--- src/core/flsu_map.svh ---
`ifndef FLSU_MAP_SVH
`define FLSU_MAP_SVH
// register byte offsets on the AHB-Lite slave
`define FLSU_CTRL_OFS 12'h000
`define FLSU_STAT_OFS 12'h004
`define FLSU_ALAT_OFS 12'h008
`define FLSU_AW 12
// control register bit positions
`define FLSU_CB_FMISS 0
`define FLSU_CB_ED 1
`define FLSU_CB_BE 2
`define FLSU_CB_DLO 3
`define FLSU_CB_DHI 4
`define FLSU_CTRL_W 5
`define FLSU_CTRL_RST 5'h00
// access sizes in bytes
`define FLSU_SZ_S 5'h04
`define FLSU_SZ_D 5'h08
`define FLSU_SZ_E 5'h0a
`define FLSU_SZ_FILL 5'h10
`define FLSU_SZ_PAIR_S 5'h08
`define FLSU_SZ_PAIR_D 5'h10
// exponent constants of the register format
`define FLSU_EXP_INT 17'h1_003e
`define FLSU_EXP_MAX 17'h1_ffff
`define FLSU_BIAS_REG 17'h0_ffff
`define FLSU_BIAS_S 17'h0_007f
`define FLSU_BIAS_D 17'h0_03ff
`define FLSU_BIAS_E 17'h0_3fff
// result constants; the token encoding is arbitrary
`define FLSU_INT_ZERO {1'b0, `FLSU_EXP_INT, 64'h0000_0000_0000_0000}
`define FLSU_TOKEN {1'b0, `FLSU_EXP_MAX, 64'h0000_0000_0000_0001}
// float register partitions
`define FLSU_FR_FIRST_MOD 7'h02
`define FLSU_FR_LOW_LAST 7'h1f
// advanced-load table
`define FLSU_ALAT_N 4
`define FLSU_ALAT_IW 2
`endif

--- src/core/flsu_pkg.sv ---
package flsu_pkg;
   typedef enum logic [2:0] {LT_NONE, LT_S, LT_A, LT_SA, LT_CNC, LT_CCLR} flsu_ldtype_t;
   typedef enum logic [1:0] {FMT_S, FMT_D, FMT_E} flsu_fmt_t;
   typedef enum logic [1:0] {FORM_FP, FORM_INT, FORM_FILL} flsu_form_t;
   typedef enum logic [1:0] {UPD_NONE, UPD_IMM, UPD_REG} flsu_upd_t;
   typedef enum logic [2:0] {FLT_NONE, FLT_ILLEGAL, FLT_DISABLED, FLT_NAT, FLT_MEM} flsu_fault_t;
   typedef enum logic [1:0] {ST_IDLE, ST_EVAL, ST_MEM, ST_FIN} flsu_state_t;
   typedef struct packed {
      logic qp;
      flsu_ldtype_t ldtype;
      flsu_fmt_t fmt;
      flsu_form_t form;
      logic pair;
      flsu_upd_t upd;
      logic [6:0] f1;
      logic [6:0] f2;
      logic [6:0] r3;
      logic [63:0] base;
      logic base_nat;
      logic [63:0] r2_val;
      logic r2_nat;
      logic [8:0] short_signed_offset;
      logic [1:0] hint;
   } flsu_req_t;
   typedef struct packed {logic sign; logic [16:0] exp; logic [63:0] sig;} flsu_freg_t;
   typedef struct packed {logic valid; logic [6:0] idx; flsu_freg_t val;} flsu_frwr_t;
   typedef struct packed {
      logic valid;
      logic [63:0] vaddr;
      logic [4:0] size;
      logic [1:0] hint;
      logic spec;
      logic adv;
      logic big_endian;
   } flsu_mreq_t;
   typedef struct packed {
      logic ack;
      logic [127:0] data;
      logic [63:0] paddr;
      logic spec_page;
      logic defer;
      logic fault;
   } flsu_mrsp_t;
   typedef struct packed {logic valid; logic [6:0] freg; logic [63:0] paddr; logic [4:0] size;} flsu_alat_t;
   typedef struct packed {logic sign; logic [7:0] exp; logic [22:0] frac;} flsu_sgl_t;
   typedef struct packed {logic sign; logic [10:0] exp; logic [51:0] frac;} flsu_dbl_t;
   typedef struct packed {logic sign; logic [14:0] exp; logic [63:0] sig;} flsu_ext_t;
endpackage

--- src/core/flsu_unit.sv ---
// Local design decisions: the register offsets and register access over AHB-Lite.
`timescale 1ns/1ps
`include "flsu_map.svh"
// Operation
// - non-pair immediate update adds sign-extended 9-bit offset to base after access
// - register update adds second register; deferred bits ORed, no fault
// - size: fill 16, integer 8, else single 4, double 8, extended 10
// - speculative deferral writes the deferred token into the target
// - advanced non-speculative deferral writes zero, integer zero has 0x1003E exponent
// - zero only for advanced non-speculative defer, token for speculative, else convert
// - completed check-no-clear or advanced load allocates entry on speculative page
// - advanced and clear-check accesses invalidate the target's table entry
// - check-no-clear hit: no access, target unchanged
// - check loads do base update on hit and on miss
// - lookup may be forced to miss
// - check-no-clear miss loads and allocates unless page non-speculative
// - clear-check hit removes entry, no access; miss acts as normal load
// - non-speculative types fault on deferred address bit; speculative types defer
// - speculative defers on address bit or defer flag, skipping the read
// - disabled target faults; base register validated in update forms
// - update forms with clear deferred bit hint a prefetch at new base
// - no-update forms leave base alone and give no prefetch hint
// - low and high modified flags follow written register partitions
// - pair reads 8 or 16 bytes; immediate update advances base by that amount
// - pair splits halves, lower address to first target
// - pair treats halves as two floats, or integer data in integer form
// - integer form puts raw bytes in significand, exponent 0x1003E, positive
// - pair targets must be one odd and one even physical register
module flsu_unit import flsu_pkg::*; (
   input wire logic clk,
   input wire logic arst_n,
   input wire logic hsel,
   input wire logic [31:0] haddr,
   input wire logic [1:0] htrans,
   input wire logic hwrite,
   input wire logic [2:0] hsize,
   input wire logic [31:0] hwdata,
   input wire logic hready,
   output logic hreadyout,
   output logic hresp,
   output logic [31:0] hrdata,
   input wire logic req_valid,
   input wire flsu_req_t req,
   output logic req_ready,
   output flsu_mreq_t mreq,
   input wire flsu_mrsp_t mrsp,
   output flsu_frwr_t fr_wr0,
   output flsu_frwr_t fr_wr1,
   output logic gr_wr_valid,
   output logic [6:0] gr_wr_idx,
   output logic [63:0] gr_wr_val,
   output logic gr_wr_nat,
   output logic pf_valid,
   output logic [63:0] pf_addr,
   output logic [1:0] pf_hint,
   output logic fault_valid,
   output flsu_fault_t fault_code,
   output logic done
);

   // partition of a float register: bit 1 high part, bit 0 low part
   function automatic logic [1:0] fr_part(input logic [6:0] f);
      fr_part = {f > `FLSU_FR_LOW_LAST, (f >= `FLSU_FR_FIRST_MOD) && (f <= `FLSU_FR_LOW_LAST)};
   endfunction

   function automatic logic [`FLSU_ALAT_IW-1:0] first_idx(input logic [`FLSU_ALAT_N-1:0] v);
      first_idx = '0;
      for (int i = `FLSU_ALAT_N - 1; i >= 0; i--) begin
         if (v[i]) begin
            first_idx = i[`FLSU_ALAT_IW-1:0];
         end
      end
   endfunction

   // zero and all-ones exponents keep their meaning, others move to register bias
   function automatic logic [16:0] rebias(input logic [16:0] e, input logic [16:0] bias);
      if (e == '0) begin
         rebias = '0;
      end else if (e == {bias[15:0], 1'b1}) begin
         rebias = `FLSU_EXP_MAX;
      end else begin
         rebias = e - bias + `FLSU_BIAS_REG;
      end
   endfunction

   // memory format to register format; denormals keep a zero integer bit only
   function automatic flsu_freg_t fp_conv(input logic [79:0] v, input flsu_fmt_t fmt,
                                          input logic is_int);
      flsu_sgl_t s;
      flsu_dbl_t d;
      flsu_ext_t x;
      flsu_freg_t r;
      s = v[31:0];
      d = v[63:0];
      x = v;
      r = '0;
      if (is_int) begin
         r.exp = `FLSU_EXP_INT;
         r.sig = v[63:0];
      end else begin
         unique case (fmt)
            FMT_S: begin
               r.sign = s.sign;
               r.exp = rebias(17'(s.exp), `FLSU_BIAS_S);
               r.sig = {s.exp != '0, s.frac, {40{1'b0}}};
            end
            FMT_D: begin
               r.sign = d.sign;
               r.exp = rebias(17'(d.exp), `FLSU_BIAS_D);
               r.sig = {d.exp != '0, d.frac, {11{1'b0}}};
            end
            default: begin
               r.sign = x.sign;
               r.exp = rebias(17'(x.exp), `FLSU_BIAS_E);
               r.sig = x.sig;
            end
         endcase
      end
      fp_conv = r;
   endfunction

   flsu_state_t st_reg, st_next;
   flsu_req_t q_reg;
   flsu_mrsp_t rsp_reg;
   flsu_alat_t alat_reg [`FLSU_ALAT_N];
   logic [`FLSU_ALAT_IW-1:0] rr_reg;
   logic defer_reg, hit_reg, mreq_v_reg;
   logic [`FLSU_CTRL_W-1:0] ctrl_reg;
   logic [1:0] mf_reg;
   flsu_fault_t last_fault_reg;
   logic a_valid_reg, a_wr_reg;
   logic [`FLSU_AW-1:0] a_addr_reg;

   // instruction decode
   wire spec = (q_reg.ldtype == LT_S) || (q_reg.ldtype == LT_SA);
   wire adv = (q_reg.ldtype == LT_A) || (q_reg.ldtype == LT_SA);
   wire cclr = q_reg.ldtype == LT_CCLR;
   wire cnc = q_reg.ldtype == LT_CNC;
   wire chk = cclr || cnc;
   wire upd_on = q_reg.upd != UPD_NONE;
   wire is_int = q_reg.form == FORM_INT;
   wire pair_s = q_reg.pair && (q_reg.fmt == FMT_S) && !is_int;
   wire big_endian_control = ctrl_reg[`FLSU_CB_BE];
   wire exception_defer_flag = ctrl_reg[`FLSU_CB_ED];
   wire fin = st_reg == ST_FIN;
   wire ev = st_reg == ST_EVAL;
   wire [1:0] dis_mask = {ctrl_reg[`FLSU_CB_DHI], ctrl_reg[`FLSU_CB_DLO]};

   // access size selection; pair sizes double as base step
   wire [4:0] sz_elem = (q_reg.fmt == FMT_S) ? `FLSU_SZ_S :
                        (q_reg.fmt == FMT_D) ? `FLSU_SZ_D : `FLSU_SZ_E;
   wire [4:0] size_sel = q_reg.pair ? (pair_s ? `FLSU_SZ_PAIR_S : `FLSU_SZ_PAIR_D) :
                         (q_reg.form == FORM_FILL) ? `FLSU_SZ_FILL :
                         is_int ? `FLSU_SZ_D : sz_elem;

   // checks made before any access, in priority order
   wire illegal = (upd_on && (q_reg.r3 == '0)) ||
                  (q_reg.pair && (q_reg.f1[0] == q_reg.f2[0]));
   wire [1:0] tgt_part = fr_part(q_reg.f1) | (q_reg.pair ? fr_part(q_reg.f2) : 2'b00);
   wire dis_hit = |(tgt_part & dis_mask);
   wire nat_flt = !spec && q_reg.base_nat;
   wire eval_defer = spec && (q_reg.base_nat || exception_defer_flag);
   wire flsu_fault_t eval_flt = !q_reg.qp ? FLT_NONE : illegal ? FLT_ILLEGAL :
                                dis_hit ? FLT_DISABLED : nat_flt ? FLT_NAT : FLT_NONE;

   // table lookup by first target; a forced miss hides any match
   logic [`FLSU_ALAT_N-1:0] hit_vec, free_vec;
   genvar gi;
   generate
      for (gi = 0; gi < `FLSU_ALAT_N; gi++) begin : g_cmp
         assign hit_vec[gi] = alat_reg[gi].valid && (alat_reg[gi].freg == q_reg.f1);
         assign free_vec[gi] = !alat_reg[gi].valid;
      end
   endgenerate
   wire hit = chk && (|hit_vec) && !ctrl_reg[`FLSU_CB_FMISS];

   // translation deferral only exists for speculative or advanced types
   wire mem_def = mrsp.defer && (spec || adv);
   wire mem_flt = (st_reg == ST_MEM) && mrsp.ack && (mrsp.fault || (mrsp.defer && !mem_def));
   wire flsu_fault_t flt_next = ev ? eval_flt : (mem_flt ? FLT_MEM : FLT_NONE);

   // state sequencing
   always_comb begin
      st_next = st_reg;
      unique case (st_reg)
         ST_IDLE: if (req_valid) st_next = ST_EVAL;
         ST_EVAL: begin
            if (!q_reg.qp || (eval_flt != FLT_NONE)) st_next = ST_IDLE;
            else if (hit || eval_defer) st_next = ST_FIN;
            else st_next = ST_MEM;
         end
         ST_MEM: if (mrsp.ack) st_next = mem_flt ? ST_IDLE : ST_FIN;
         ST_FIN: st_next = ST_IDLE;
      endcase
   end

   // capture of instruction, lookup result and memory answer
   always_ff @(posedge clk or negedge arst_n) begin
      if (!arst_n) begin
         st_reg <= ST_IDLE;
         q_reg <= '0;
         rsp_reg <= '0;
         defer_reg <= 1'b0;
         hit_reg <= 1'b0;
         mreq_v_reg <= 1'b0;
      end else begin
         st_reg <= st_next;
         if (st_reg == ST_IDLE && req_valid) q_reg <= req;
         if (ev) defer_reg <= eval_defer;
         if (ev) hit_reg <= hit;
         if (st_reg == ST_MEM && mrsp.ack) rsp_reg <= mrsp;
         if (st_reg == ST_MEM && mrsp.ack) defer_reg <= defer_reg | mem_def;
         mreq_v_reg <= (ev && st_next == ST_MEM) || (mreq_v_reg && !mrsp.ack);
      end
   end

   // the access always uses the base before any update
   assign mreq = '{valid: mreq_v_reg, vaddr: q_reg.base, size: size_sel, hint: q_reg.hint,
                   spec: spec, adv: adv, big_endian: big_endian_control};
   assign req_ready = st_reg == ST_IDLE;

   // result selection; memory returns the value already assembled in its byte order
   wire access = !hit_reg;
   wire [63:0] half_lo = pair_s ? 64'(rsp_reg.data[31:0]) : rsp_reg.data[63:0];
   wire [63:0] half_hi = pair_s ? 64'(rsp_reg.data[63:32]) : rsp_reg.data[127:64];
   wire flsu_fmt_t pfmt = pair_s ? FMT_S : FMT_D;
   wire [63:0] first_half = big_endian_control ? half_hi : half_lo;
   wire [63:0] second_half = big_endian_control ? half_lo : half_hi;
   wire flsu_freg_t ld0 = q_reg.pair ? fp_conv(80'(first_half), pfmt, is_int) :
                          (q_reg.form == FORM_FILL) ? flsu_freg_t'(rsp_reg.data[81:0]) :
                          fp_conv(rsp_reg.data[79:0], q_reg.fmt, is_int);
   wire flsu_freg_t ld1 = fp_conv(80'(second_half), pfmt, is_int);
   wire flsu_freg_t zero_val = is_int ? flsu_freg_t'(`FLSU_INT_ZERO) : '0;
   wire flsu_freg_t dval = spec ? flsu_freg_t'(`FLSU_TOKEN) : zero_val;
   wire flsu_frwr_t fr0_next = '{valid: fin && access, idx: q_reg.f1,
                                 val: defer_reg ? dval : ld0};
   wire flsu_frwr_t fr1_next = '{valid: fin && access && q_reg.pair, idx: q_reg.f2,
                                 val: defer_reg ? dval : ld1};
   wire [1:0] mf_set = (fin && access) ? tgt_part : 2'b00;

   // base update happens on hit and miss alike; pair with immediate update steps by its size
   wire [63:0] imm_ext = 64'($signed(q_reg.short_signed_offset));
   wire [63:0] step = (q_reg.upd == UPD_REG) ? q_reg.r2_val :
                      q_reg.pair ? 64'(size_sel) : imm_ext;
   wire [63:0] base_new = q_reg.base + step;
   wire nat_new = q_reg.base_nat || ((q_reg.upd == UPD_REG) && q_reg.r2_nat);

   // table maintenance at the end of the instruction
   wire inval = fin && ((hit_reg && cclr) || (access && (cclr || adv)));
   wire alloc = fin && access && !defer_reg && (cnc || adv) && rsp_reg.spec_page;
   wire [`FLSU_ALAT_IW-1:0] slot = (|hit_vec) ? first_idx(hit_vec) :
                                   (|free_vec) ? first_idx(free_vec) : rr_reg;
   always_ff @(posedge clk or negedge arst_n) begin
      if (!arst_n) begin
         for (int i = 0; i < `FLSU_ALAT_N; i++) alat_reg[i] <= '0;
         rr_reg <= '0;
      end else begin
         for (int i = 0; i < `FLSU_ALAT_N; i++) begin
            if (inval && hit_vec[i]) alat_reg[i].valid <= 1'b0;
            if (alloc && slot == i[`FLSU_ALAT_IW-1:0]) begin
               alat_reg[i] <= '{valid: 1'b1, freg: q_reg.f1, paddr: rsp_reg.paddr,
                                size: size_sel};
            end
         end
         if (alloc) rr_reg <= rr_reg + 1'b1;
      end
   end

   // registered effect outputs, each valid and done a one-cycle pulse
   always_ff @(posedge clk or negedge arst_n) begin
      if (!arst_n) begin
         fr_wr0 <= '0;
         fr_wr1 <= '0;
         gr_wr_valid <= 1'b0;
         gr_wr_idx <= '0;
         gr_wr_val <= '0;
         gr_wr_nat <= 1'b0;
         pf_valid <= 1'b0;
         pf_addr <= '0;
         pf_hint <= '0;
         fault_valid <= 1'b0;
         fault_code <= FLT_NONE;
         done <= 1'b0;
      end else begin
         fr_wr0 <= fr0_next;
         fr_wr1 <= fr1_next;
         gr_wr_valid <= fin && upd_on;
         gr_wr_idx <= q_reg.r3;
         gr_wr_val <= base_new;
         gr_wr_nat <= nat_new;
         pf_valid <= fin && upd_on && !nat_new;
         pf_addr <= base_new;
         pf_hint <= q_reg.hint;
         fault_valid <= flt_next != FLT_NONE;
         fault_code <= flt_next;
         done <= fin || (ev && st_next == ST_IDLE) || mem_flt;
      end
   end

   // ahb-lite slave: zero wait states, so hrdata is prepared in the address phase
   wire ahb_sel = hsel && htrans[1] && hready;
   wire [`FLSU_AW-1:0] ahb_a = haddr[`FLSU_AW-1:0];
   wire [31:0] stat_rd = 32'({last_fault_reg, 2'b00, mf_reg});
   wire [31:0] rd_mux = (ahb_a == `FLSU_CTRL_OFS) ? 32'(ctrl_reg) :
                        (ahb_a == `FLSU_STAT_OFS) ? stat_rd :
                        (ahb_a == `FLSU_ALAT_OFS) ? 32'(~free_vec) : 32'h0000_0000;
   wire wr_ctrl = a_valid_reg && a_wr_reg && (a_addr_reg == `FLSU_CTRL_OFS);
   wire wr_stat = a_valid_reg && a_wr_reg && (a_addr_reg == `FLSU_STAT_OFS);
   wire [1:0] mf_clr = wr_stat ? hwdata[1:0] : 2'b00;
   assign hreadyout = 1'b1;
   assign hresp = 1'b0;

   // a set in the same cycle as a write-one clear wins
   always_ff @(posedge clk or negedge arst_n) begin
      if (!arst_n) begin
         a_valid_reg <= 1'b0;
         a_wr_reg <= 1'b0;
         a_addr_reg <= '0;
         hrdata <= '0;
         ctrl_reg <= `FLSU_CTRL_RST;
         mf_reg <= 2'b00;
         last_fault_reg <= FLT_NONE;
      end else begin
         a_valid_reg <= ahb_sel;
         a_wr_reg <= hwrite;
         a_addr_reg <= ahb_a;
         hrdata <= (ahb_sel && !hwrite) ? rd_mux : 32'h0000_0000;
         if (wr_ctrl) ctrl_reg <= hwdata[`FLSU_CTRL_W-1:0];
         mf_reg <= (mf_reg & ~mf_clr) | mf_set;
         if (flt_next != FLT_NONE) last_fault_reg <= flt_next;
      end
   end
endmodule

--- config.mk ---
export PLATFORM = sky130hd
export DESIGN_NAME = flsu_unit
export DESIGN_NICKNAME = d
export VERILOG_FILES = /design/src/core/flsu_pkg.sv /design/src/core/flsu_unit.sv
export VERILOG_INCLUDE_DIRS = /design/src /design/src/core
export SDC_FILE = /design/constraint.sdc
export NUM_CORES = 1
export LEC_CHECK = 0
export BUFFER_PORTS_ARGS = -buffer_cell sky130_fd_sc_hd__buf_4
export CORE_AREA = 2 2 337 339
export DETAILED_ROUTE_END_ITERATION = 10
export DIE_AREA = 0 0 339 341
export PLACE_DENSITY = 0.57
export SYNTH_ARGS = -nofsm -noshare
export SYNTH_HDL_FRONTEND = slang
export SYNTH_SLANG_ARGS = --single-unit
--- constraint.sdc ---
create_clock -name clk -period 4.46 [get_ports clk]
set_input_delay 0 -clock clk [delete_from_list [all_inputs] [get_ports clk]]
set_output_delay 0 -clock clk [all_outputs]
set_load 0.005 [all_outputs]
# Word level (Yosys, flattened, before mapping)
# Index checks and enable logic that the tools add are counted.
[classes] add_sub_neg=16 order_cmp=6 n_eq_ne=32 mux=81 bitwise=7 n_reduce_logical=109
[op_table] op="one-hot mux 82 bit (2 select lines)" n=3
[op_table] op="2-to-1 mux 81 bit" n=5
[op_table] op="2-to-1 mux 64 bit" n=6
[op_table] op="2-to-1 mux 82 bit" n=4
[op_table] op="2-to-1 mux 77 bit" n=4
[op_table] op="2-to-1 mux 17 bit" n=14
[op_table] op="2-to-1 mux 32 bit" n=4
[op_table] op="adder 17 x 16 -> 17 bit (second input constant)" n=7
[op_table] op="adder 64 bit" n=1
[op_table] op="logical AND 1 bit" n=47
[op_table] op="2-to-1 mux 2 bit" n=22
[op_table] op="subtractor 11 x 10 -> 12 bit (second input constant)" n=3
[op_table] op="== test 11 bit (second input constant)" n=3
[op_table] op="logical NOT 11 bit" n=3
[op_table] op="nonzero test 11 bit" n=3
[op_table] op="inverter 4 -> 32 bit" n=1
[op_table] op="== test 7 bit" n=4
[op_table] op="subtractor 8 x 7 -> 9 bit (second input constant)" n=3
[op_table] op="== test 12 x 3 -> 1 bit (second input constant)" n=2
[op_table] op="== test 8 bit (second input constant)" n=3
[op_table] op="logical NOT 12 bit" n=2
[op_table] op="logical NOT 8 bit" n=3
[op_table] op="nonzero test 8 bit" n=3
[op_table] op="logical OR 1 bit" n=16
[op_table] op="31 further kinds" n=85
[totals] register_bits=998 in_bits=444

# Logic depth before layout (Yosys ltp)
# Gate-level depths: netlist of the first run.
[depth] ltp_word=17 ltp_mapped=20

# Least setup slack after synthesis of the first run
# OpenSTA, ideal clock, no wires.
[synth_path] path_kind="register -> register" from="register q_reg[167] (netlist bit)" to="register pf_addr[49]" setup_time_ns=0.131 arrival_ns=4.651 required_time_ns=4.329 path_slack_ns=-0.321 path_stages_with_launch=21 n_path_buf=5 path_cell_list="dfrtp_1 > buf_6 > or2_1 > nor3_1 > clkbuf_1 > clkbuf_1 > buf_1 > buf_1 > a21oi_1 > o21ai_0 > ha_1 > nand2_1 > o31ai_1 > o2111ai_1 > nand3_1 > a21oi_1 > o41ai_1 > a221o_1 > a221oi_1 > o21ai_0 > xor2_1"
[synth_between] elab_chain_cells=9 word_cells_on_any_way=13
[synth_lines] item="start: declaration" line_no="flsu_unit.sv:123" rtl="flsu_req_t q_reg;"
[synth_lines] item="start signal: assignment" line_no="flsu_unit.sv:208" rtl="if (st_reg == ST_IDLE && req_valid) q_reg <= req;"
[synth_lines] item="== test 2 x 1 -> 1 bit" line_no="flsu_unit.sv:151" rtl="(q_reg.fmt == FMT_D) ? `FLSU_SZ_D : `FLSU_SZ_E;"
[synth_lines] item="2-to-1 mux 2 bit (no line)"
[synth_lines] item="2-to-1 mux 4 bit (no line)"
[synth_lines] item="2-to-1 mux 4 bit" line_no="flsu_unit.sv:154" rtl="is_int ? `FLSU_SZ_D : sz_elem;"
[synth_lines] item="2-to-1 mux 5 bit" line_no="flsu_unit.sv:153" rtl="(q_reg.form == FORM_FILL) ? `FLSU_SZ_FILL :"
[synth_lines] item="2-to-1 mux 5 bit *" line_no="flsu_unit.sv:152" rtl="wire [4:0] size_sel = q_reg.pair ? (pair_s ? `FLSU_SZ_PAIR_S : `FLSU_SZ_PAIR_D) :"
[synth_lines] item="2-to-1 mux 64 bit *" line_no="flsu_unit.sv:244" rtl="q_reg.pair ? 64'(size_sel) : imm_ext;"
[synth_lines] item="2-to-1 mux 64 bit *" line_no="flsu_unit.sv:243" rtl="wire [63:0] step = (q_reg.upd == UPD_REG) ? q_reg.r2_val :"
[synth_lines] item="adder 64 bit *" line_no="flsu_unit.sv:245" rtl="wire [63:0] base_new = q_reg.base + step;"
[synth_lines] item="via base_new[49]" line_no="flsu_unit.sv:245"
[synth_lines] item="end signal: assignment" line_no="flsu_unit.sv:292" rtl="pf_addr <= base_new;"
[synth_lines] item="end: declaration" line_no="flsu_unit.sv:54" rtl="output logic [63:0] pf_addr,"
# The timed path passes the listed nets; every way through them passes the cells marked *.
# A chain may end at the register's enable or synchronous reset.

# Final worst setup path of the first run
[layout_path] from="register q_reg[164] (netlist bit)" to="register pf_addr[60]"
[layout_between] elab_chain_cells=7
[layout_lines] item="logical AND 1 bit (2 in series)" line_no="flsu_unit.sv:142" rtl="wire pair_s = q_reg.pair && (q_reg.fmt == FMT_S) && !is_int;"
[layout_lines] item="2-to-1 mux 5 bit (no line)"
[layout_lines] item="2-to-1 mux 5 bit" line_no="flsu_unit.sv:152"
[layout_lines] item="2-to-1 mux 64 bit *" line_no="flsu_unit.sv:244"
[layout_lines] item="2-to-1 mux 64 bit *" line_no="flsu_unit.sv:243"
[layout_lines] item="adder 64 bit *" line_no="flsu_unit.sv:245"
[layout_lines] item="via base_new[60]" line_no="flsu_unit.sv:245"
# Marked as above.

==> run summary, run 1 <==
Placed Cells = 5,924
CORE AREA = 111,900 sq um
DP Wirelength = 134,800 um
Fin worst setup slack = 0.2310 ns
Post-Layout Cell Count = 6,437
Max Cap Viol = 0
Syn-to-layout area delta = 35.72%
Unrepaired setup endpoints after global routing = false
H-tree levels = 3
Largest net degree at the start of global routing = 144
Clock Sinks = 634
Worst-path clk slew = 0.07 ns
Post-placement cell area = 42,640 sq um
Residual DRC = 0
Skew-Pair Late Insertion Delay = 0.67 ns
Routed wire per std cell = 26.96 um
GRT Overall Usage = 0.2902
Synth cell types = 84
Setup crit end kind = flip-flop
Mux contribution to synthesized area = 0.09456
Seq/Total Area, Yosys = 0.4399
Share of cells above drive strength 1 = 0.2629
Post-Synth Adder-Cell Area = 0.02831
Nets = 5,379
Vias per Instance = 5.459
DP Worst Slack = 0.07109 ns
Endpoints failing hold = 0
Util after Layout = 0.4375
Syn_area_per_cell = 9.136 sq um
Yosys reg bits = 634
Commonest cells post-synth = nand2_1, dfrtp_1, nor2_1
First-pass iteration count of the detailed router = 7
Die H = 341 um
Status = complete, no violations
Cell with the most instances after synthesis = nand2_1
CTS Buffer Depth = 3
TritonCTS clock tree = built
Combinational family with the most area after synthesis = simple AND/OR/NAND/NOR gates
Final period util = 0.9482
Critical path type = flip-flop to flip-flop
Detail Route Antenna Nets = 0
FF+latch area = 15,880 sq um
Actual slew at the worst max-slew pin = 1.066 ns
Setup violations, final = 0
Global route overflow = 0
Initial Util = 0.3224
Ports = 879
Tightest Hold Check Type = input port to flip-flop
Dominant synthesized flop cell = dfrtp_1
Slew margin rel. = 0.2836
Leak pwr = 0.02266 uW
Crit path time final = 4.229 ns
Site Rows = 123
Post-Syn Area = 36,070 sq um
Die area = 115,600 sq um
Ys async rst share = 1.000
Area fraction of the dominant cell type after synthesis = 0.4399
Synthesis Warnings = 0
Final-layout fill cell count = 10,970
Crit Path Max Fanout = 14
Total CTS buffers = 74
CP Launch Type = flip-flop
Fin area = 48,950 sq um
Die width = 339 um
Root Driver = clkbuf_16
Maximum vdd ir drop = 438.9 uV
CP arrival = 4.77 ns
Setup TNS = 0 ns
Number of synthesized flops with an enable pin = 0
Initial DRC count = 4,000
XOR/XNOR Fraction of Synth Area = 0.03885
First-pass GRT wire length = 245,100 um
Synth area leader = dfrtp_1
Max FFs per register = 129
Top post-synthesis cells by area = dfrtp_1, nand2_1, mux2_2, buf_4, nor2_1
PortBufs = 760
Post-Synthesis Cells = 3,948
CP Data Required Time = 5.01 ns
Vias in the first global route = 34,210
Antenna violations before repair = 67
Fmax = 236.5 MHz
Count of pins over their slew limit = 0
PwrDens = 895.5 nW/um^2
Multi-input logic area = 17,780 sq um
Routed WL = 173,600 um
Synth Area in Simple Gates = 0.1666
Via count = 35,140
Final Skew = 0.04379 ns
RD Place Congestion = 0.9923
Synth Area in Compound Gates = 0.1629
[path summary, 6_finish.rpt]
path	start	to	slack [ns]	cells after the start
max reg2reg	q_reg[164]	pf_addr[60]	0.23	15
min reg2reg	fr1_next[83]	fr_wr1[83]	0.40	0
max in group asynchronous	arst_n	rsp_reg[177]	2.94	4
max	q_reg[164]	pf_addr[60]	0.23	15
min	mrsp[114]	rsp_reg[114]	0.07	4
min in group asynchronous	arst_n	fr_wr0[71]	0.40	3
[through the flow]
step	hold slack (ns)	total power (uW)
floorplan	-0.2956	25500
global placement	0.05425	36240
detailed placement	0.06644	36200
CTS	0.03230	43440
global route	0.05934	46220
finish	0.06913	43840
[critical path: stages, from the launching register on]
cell and delay (ns):
dfrtp_4 0.50, inv_4 0.20, a21o_2 0.29, buf_4 0.25, o21a_1 0.16, ha_1 0.28
nand2_1 0.15, or4_1 0.58, nor3_1 0.31, a31o_2 0.29, o211a_1 0.21, nor2b_1 0.08
o31ai_1 0.30, buf_4 0.20, a41oi_1 0.13, xnor2_1 0.16
[cells in the final DEF (no fill, tap or decap), types with 20 or more instances in the layout]
cell,synthesis,final
a211oi_1,48,47
nor3_1,69,68
clkbuf_16,0,76
nand3_1,89,88
and3_1,43,43
o21ai_0,191,191
o211ai_1,53,53
ha_1,80,80
dlygate4sd3_1,0,352
dfrtp_1,634,630
a21oi_1,205,205
buf_4,164,890
a221oi_1,29,29
mux2_2,221,221
o21a_1,72,72
mux2i_1,91,91
xor2_1,62,62
a31oi_1,59,59
nand2b_1,29,27
nand2_1,695,695
nor4_1,25,25
a21o_1,36,35
o31ai_1,23,23
xnor2_1,98,98
o21ai_1,20,20
nand4_1,48,48
diode_2,0,26
a311oi_1,31,31
nor2_1,283,282
inv_1,61,59
[where the power goes]
part	switching, uW	internal (uW)	total (uW)
sequential	3580	8500	12100
combinational	14600	10400	25100
clock	2680	4010	6700
[routing by layer]
metal  global-route usage  vias to the layer above  share of wire
li1                     -                    15610              -
met1               0.3753                    17240           0.41
met2               0.4618                     1874           0.45
met3              0.07592                      376          0.096
met4               0.1165                       38          0.044
met5                    0                        -         0.0013
[cell type report]
type	count	area share
inverters	62	0.004805
clock inverters	35	0.01148
multi-input cells	2828	0.3632
repair buffers	1254	0.2134
flip-flops and latches	634	0.3243
well taps	1500	0.03834
diodes	26	0.001329
clock buffers	98	0.04319
[cells by family after synthesis]
family,Yosys count
mux,313
fa+ha+maj,81
compound gates,898
flops,634
simple gates,1373
buf+inv,487
other cells,2
xor+xnor,160
[what timing repair did]
action | 4_1_cts | 5_1_grt
endpoints found under the hold margin | 507 | 0
setup buffers | 0 | 1
gates resized for setup | 0 | 4
hold buffers | 353 | 0
endpoints found under the setup margin | 0 | 12
(Power assumes the default switching activity.)
==> run 2: changes to the inputs <==
Settings changed: SETUP_SLACK_MARGIN from default to 0.5.
==> run summary, run 2 (same netlist as run 1, synthesis figures left out) <==
CTS Buffer Depth = 3 (unchanged)
Total CTS buffers = 74 (unchanged)
DP Worst Slack = 0.1558 ns (+0.08474 ns)
Residual DRC = 0 (unchanged)
Post-Layout Cell Count = 6,450 (+0.20%)
Die width = 339 um (unchanged)
Max FFs per register = 129 (unchanged)
Fin worst setup slack = 0.5809 ns (+0.3499 ns)
Slew margin rel. = 0.2599 (-0.02377)
Max Cap Viol = 0 (unchanged)
Worst-path clk slew = 0.06 ns (about the same)
Setup TNS = 0 ns (unchanged)
Syn-to-layout area delta = 36.48%
Initial Util = 0.3224 (unchanged)
CP max stage cell = dfrtp_1
Routed WL = 178,600 um (+2.9%)
Actual slew at the worst max-slew pin = 1.102 ns (+0.03539 ns)
Largest net degree at the start of global routing = 134 (-6.9%)
CP cell instances = nor2b_1, a21o_4, clkbuf_4, o21a_1, ha_1, a211oi_2, o221ai_1, a31oi_2, nand2_1, a31o_2, o211a_1, or3_4, a31oi_4, o21ai_1, xor2_1
CP arrival = 4.43 ns (-0.34 ns)
CORE AREA = 111,900 sq um (unchanged)
Die area = 115,600 sq um (unchanged)
Die H = 341 um (unchanged)
Leak pwr = 0.02271 uW (+0.24%)
Critical path type = flip-flop to flip-flop
Antenna violations before repair = 75 (+12%)
Commonest non-fill, non-tap cells in the layout = buf_4, nand2_1, dfrtp_1
H-tree levels = 3 (unchanged)
First-pass iteration count of the detailed router = 6 (-1)
Tightest Hold Check Type = input port to flip-flop
Ports = 879 (unchanged)
Initial DRC count = 4,428 (+11%)
Nets = 5,392 (+0.24%)
Global route overflow = 0 (unchanged)
Setup violations, final = 0 (unchanged)
DP Wirelength = 137,700 um (+2.1%)
Site Rows = 123 (unchanged)
Crit path time final = 3.879 ns (-0.3499 ns)
First-pass GRT wire length = 249,400 um (+1.8%)
TritonCTS clock tree = built
PwrDens = 902.6 nW/um^2 (+0.80%)
Via count = 35,100 (-0.12%)
Crit Path Max Fanout = 9 (-5)
Commonest non-fill, non-tap cell in the layout = buf_4
Clock Sinks = 634 (unchanged)
Routed wire per std cell = 27.68 um (+2.7%)
RD Place Congestion = 0.9902 (-0.21%)
Share of cells above drive strength 1 = 0.2707 (+0.007852)
Unrepaired setup endpoints after global routing = true
Maximum vdd ir drop = 443.3 uV (+0.98%)
Detail Route Antenna Nets = 0 (unchanged)
Worst path max stage delay = 0.44 ns (-0.14 ns)
CP Data Required Time = 5.01 ns (about the same)
Vias per Instance = 5.441 (-0.32%)
Endpoints failing hold = 0 (unchanged)
Count of pins over their slew limit = 0 (unchanged)
Vias in the first global route = 34,020 (-0.55%)
Final Skew = 0.04195 ns (-0.001838 ns)
Status = complete, no violations
Setup crit end kind = flip-flop
Placed Cells = 5,927 (+0.051%)
Fmax = 257.8 MHz (+9.0%)
Skew-Pair Late Insertion Delay = 0.67 ns (about the same)
PortBufs = 760 (unchanged)
Final period util = 0.8698 (-0.07846)
Root Driver = clkbuf_16
GRT Overall Usage = 0.2981 (+0.007870)
CP Launch Type = flip-flop
-- run 2: area by class of cell --
cell class,count,area (sq um)
inverters,62,237.7
diodes,30,75.07
flip-flops and latches,634,15880
clock buffers,96,2078
multi-input cells,2828,18000
clock inverters,33,470.5
fillers,10930,62660
well taps,1500,1877
repair buffers,1267,10610
-- run 2: what timing repair did --
item                       CTS  global route
cloned                       0             1
gates resized for setup      8            33
buffers inserted             2            12
setup endpoints to repair   24            38
hold buffers               349             0
hold endpoints to repair   744             0
pin swaps                    2             8
-- run 2: critical path: cells and delay by family (launching register included) --
| kind | cells | cell delay [ns] |
|---|---|---|
| xor gates and xnor gates | 1 | 0.15 |
| and+or+nand+nor | 3 | 0.68 |
| DFF | 1 | 0.44 |
| buffers and inverters | 1 | 0.20 |
| adders and majority gates | 1 | 0.38 |
| AOI/OAI and AO/OA | 9 | 1.91 |
-- run 2: metrics by stage --
step,power [uW],utilization,hold slack [ns],instance area (sq um)
floorplan,25680,-,-0.2956,36190
global placement,36440,0.3821,0.03996,42750
detailed placement,36490,0.3821,0.04416,42750
CTS,43600,0.4367,0.04231,48860
global route,46840,0.4397,0.06643,49200
finish,44440,0.4400,0.06702,49230
-- run 2: worst paths after layout --
| path | start | depth (start not counted) | slack, ns | end |
|---|---|---|---|---|
| worst max-delay path | q_reg[163] | 15 | 0.58 | pf_addr[58] |
| worst min register to register | fr1_next[86] | 0 | 0.40 | fr_wr1[86] |
| max in group asynchronous | arst_n | 3 | 3.57 | alat_reg[302] |
| min in group asynchronous | arst_n | 3 | 0.08 | mreq[15] |
| worst min-delay path | req_valid | 3 | 0.07 | q_reg[76] |
| worst max register to register | q_reg[163] | 15 | 0.58 | pf_addr[58] |
-- run 2: power by group --
part	internal, uW	switching [uW]
Clock	3840	2680
Sequential	8500	3300
Combinational	10700	15400
Total	23100	21300
-- run 2: per-layer routing --
layer  wire length (um)  global-route usage
met3              18210             0.08584
met1              72430              0.3895
met2              78470              0.4603
met4               9176              0.1266
met5                271                   0
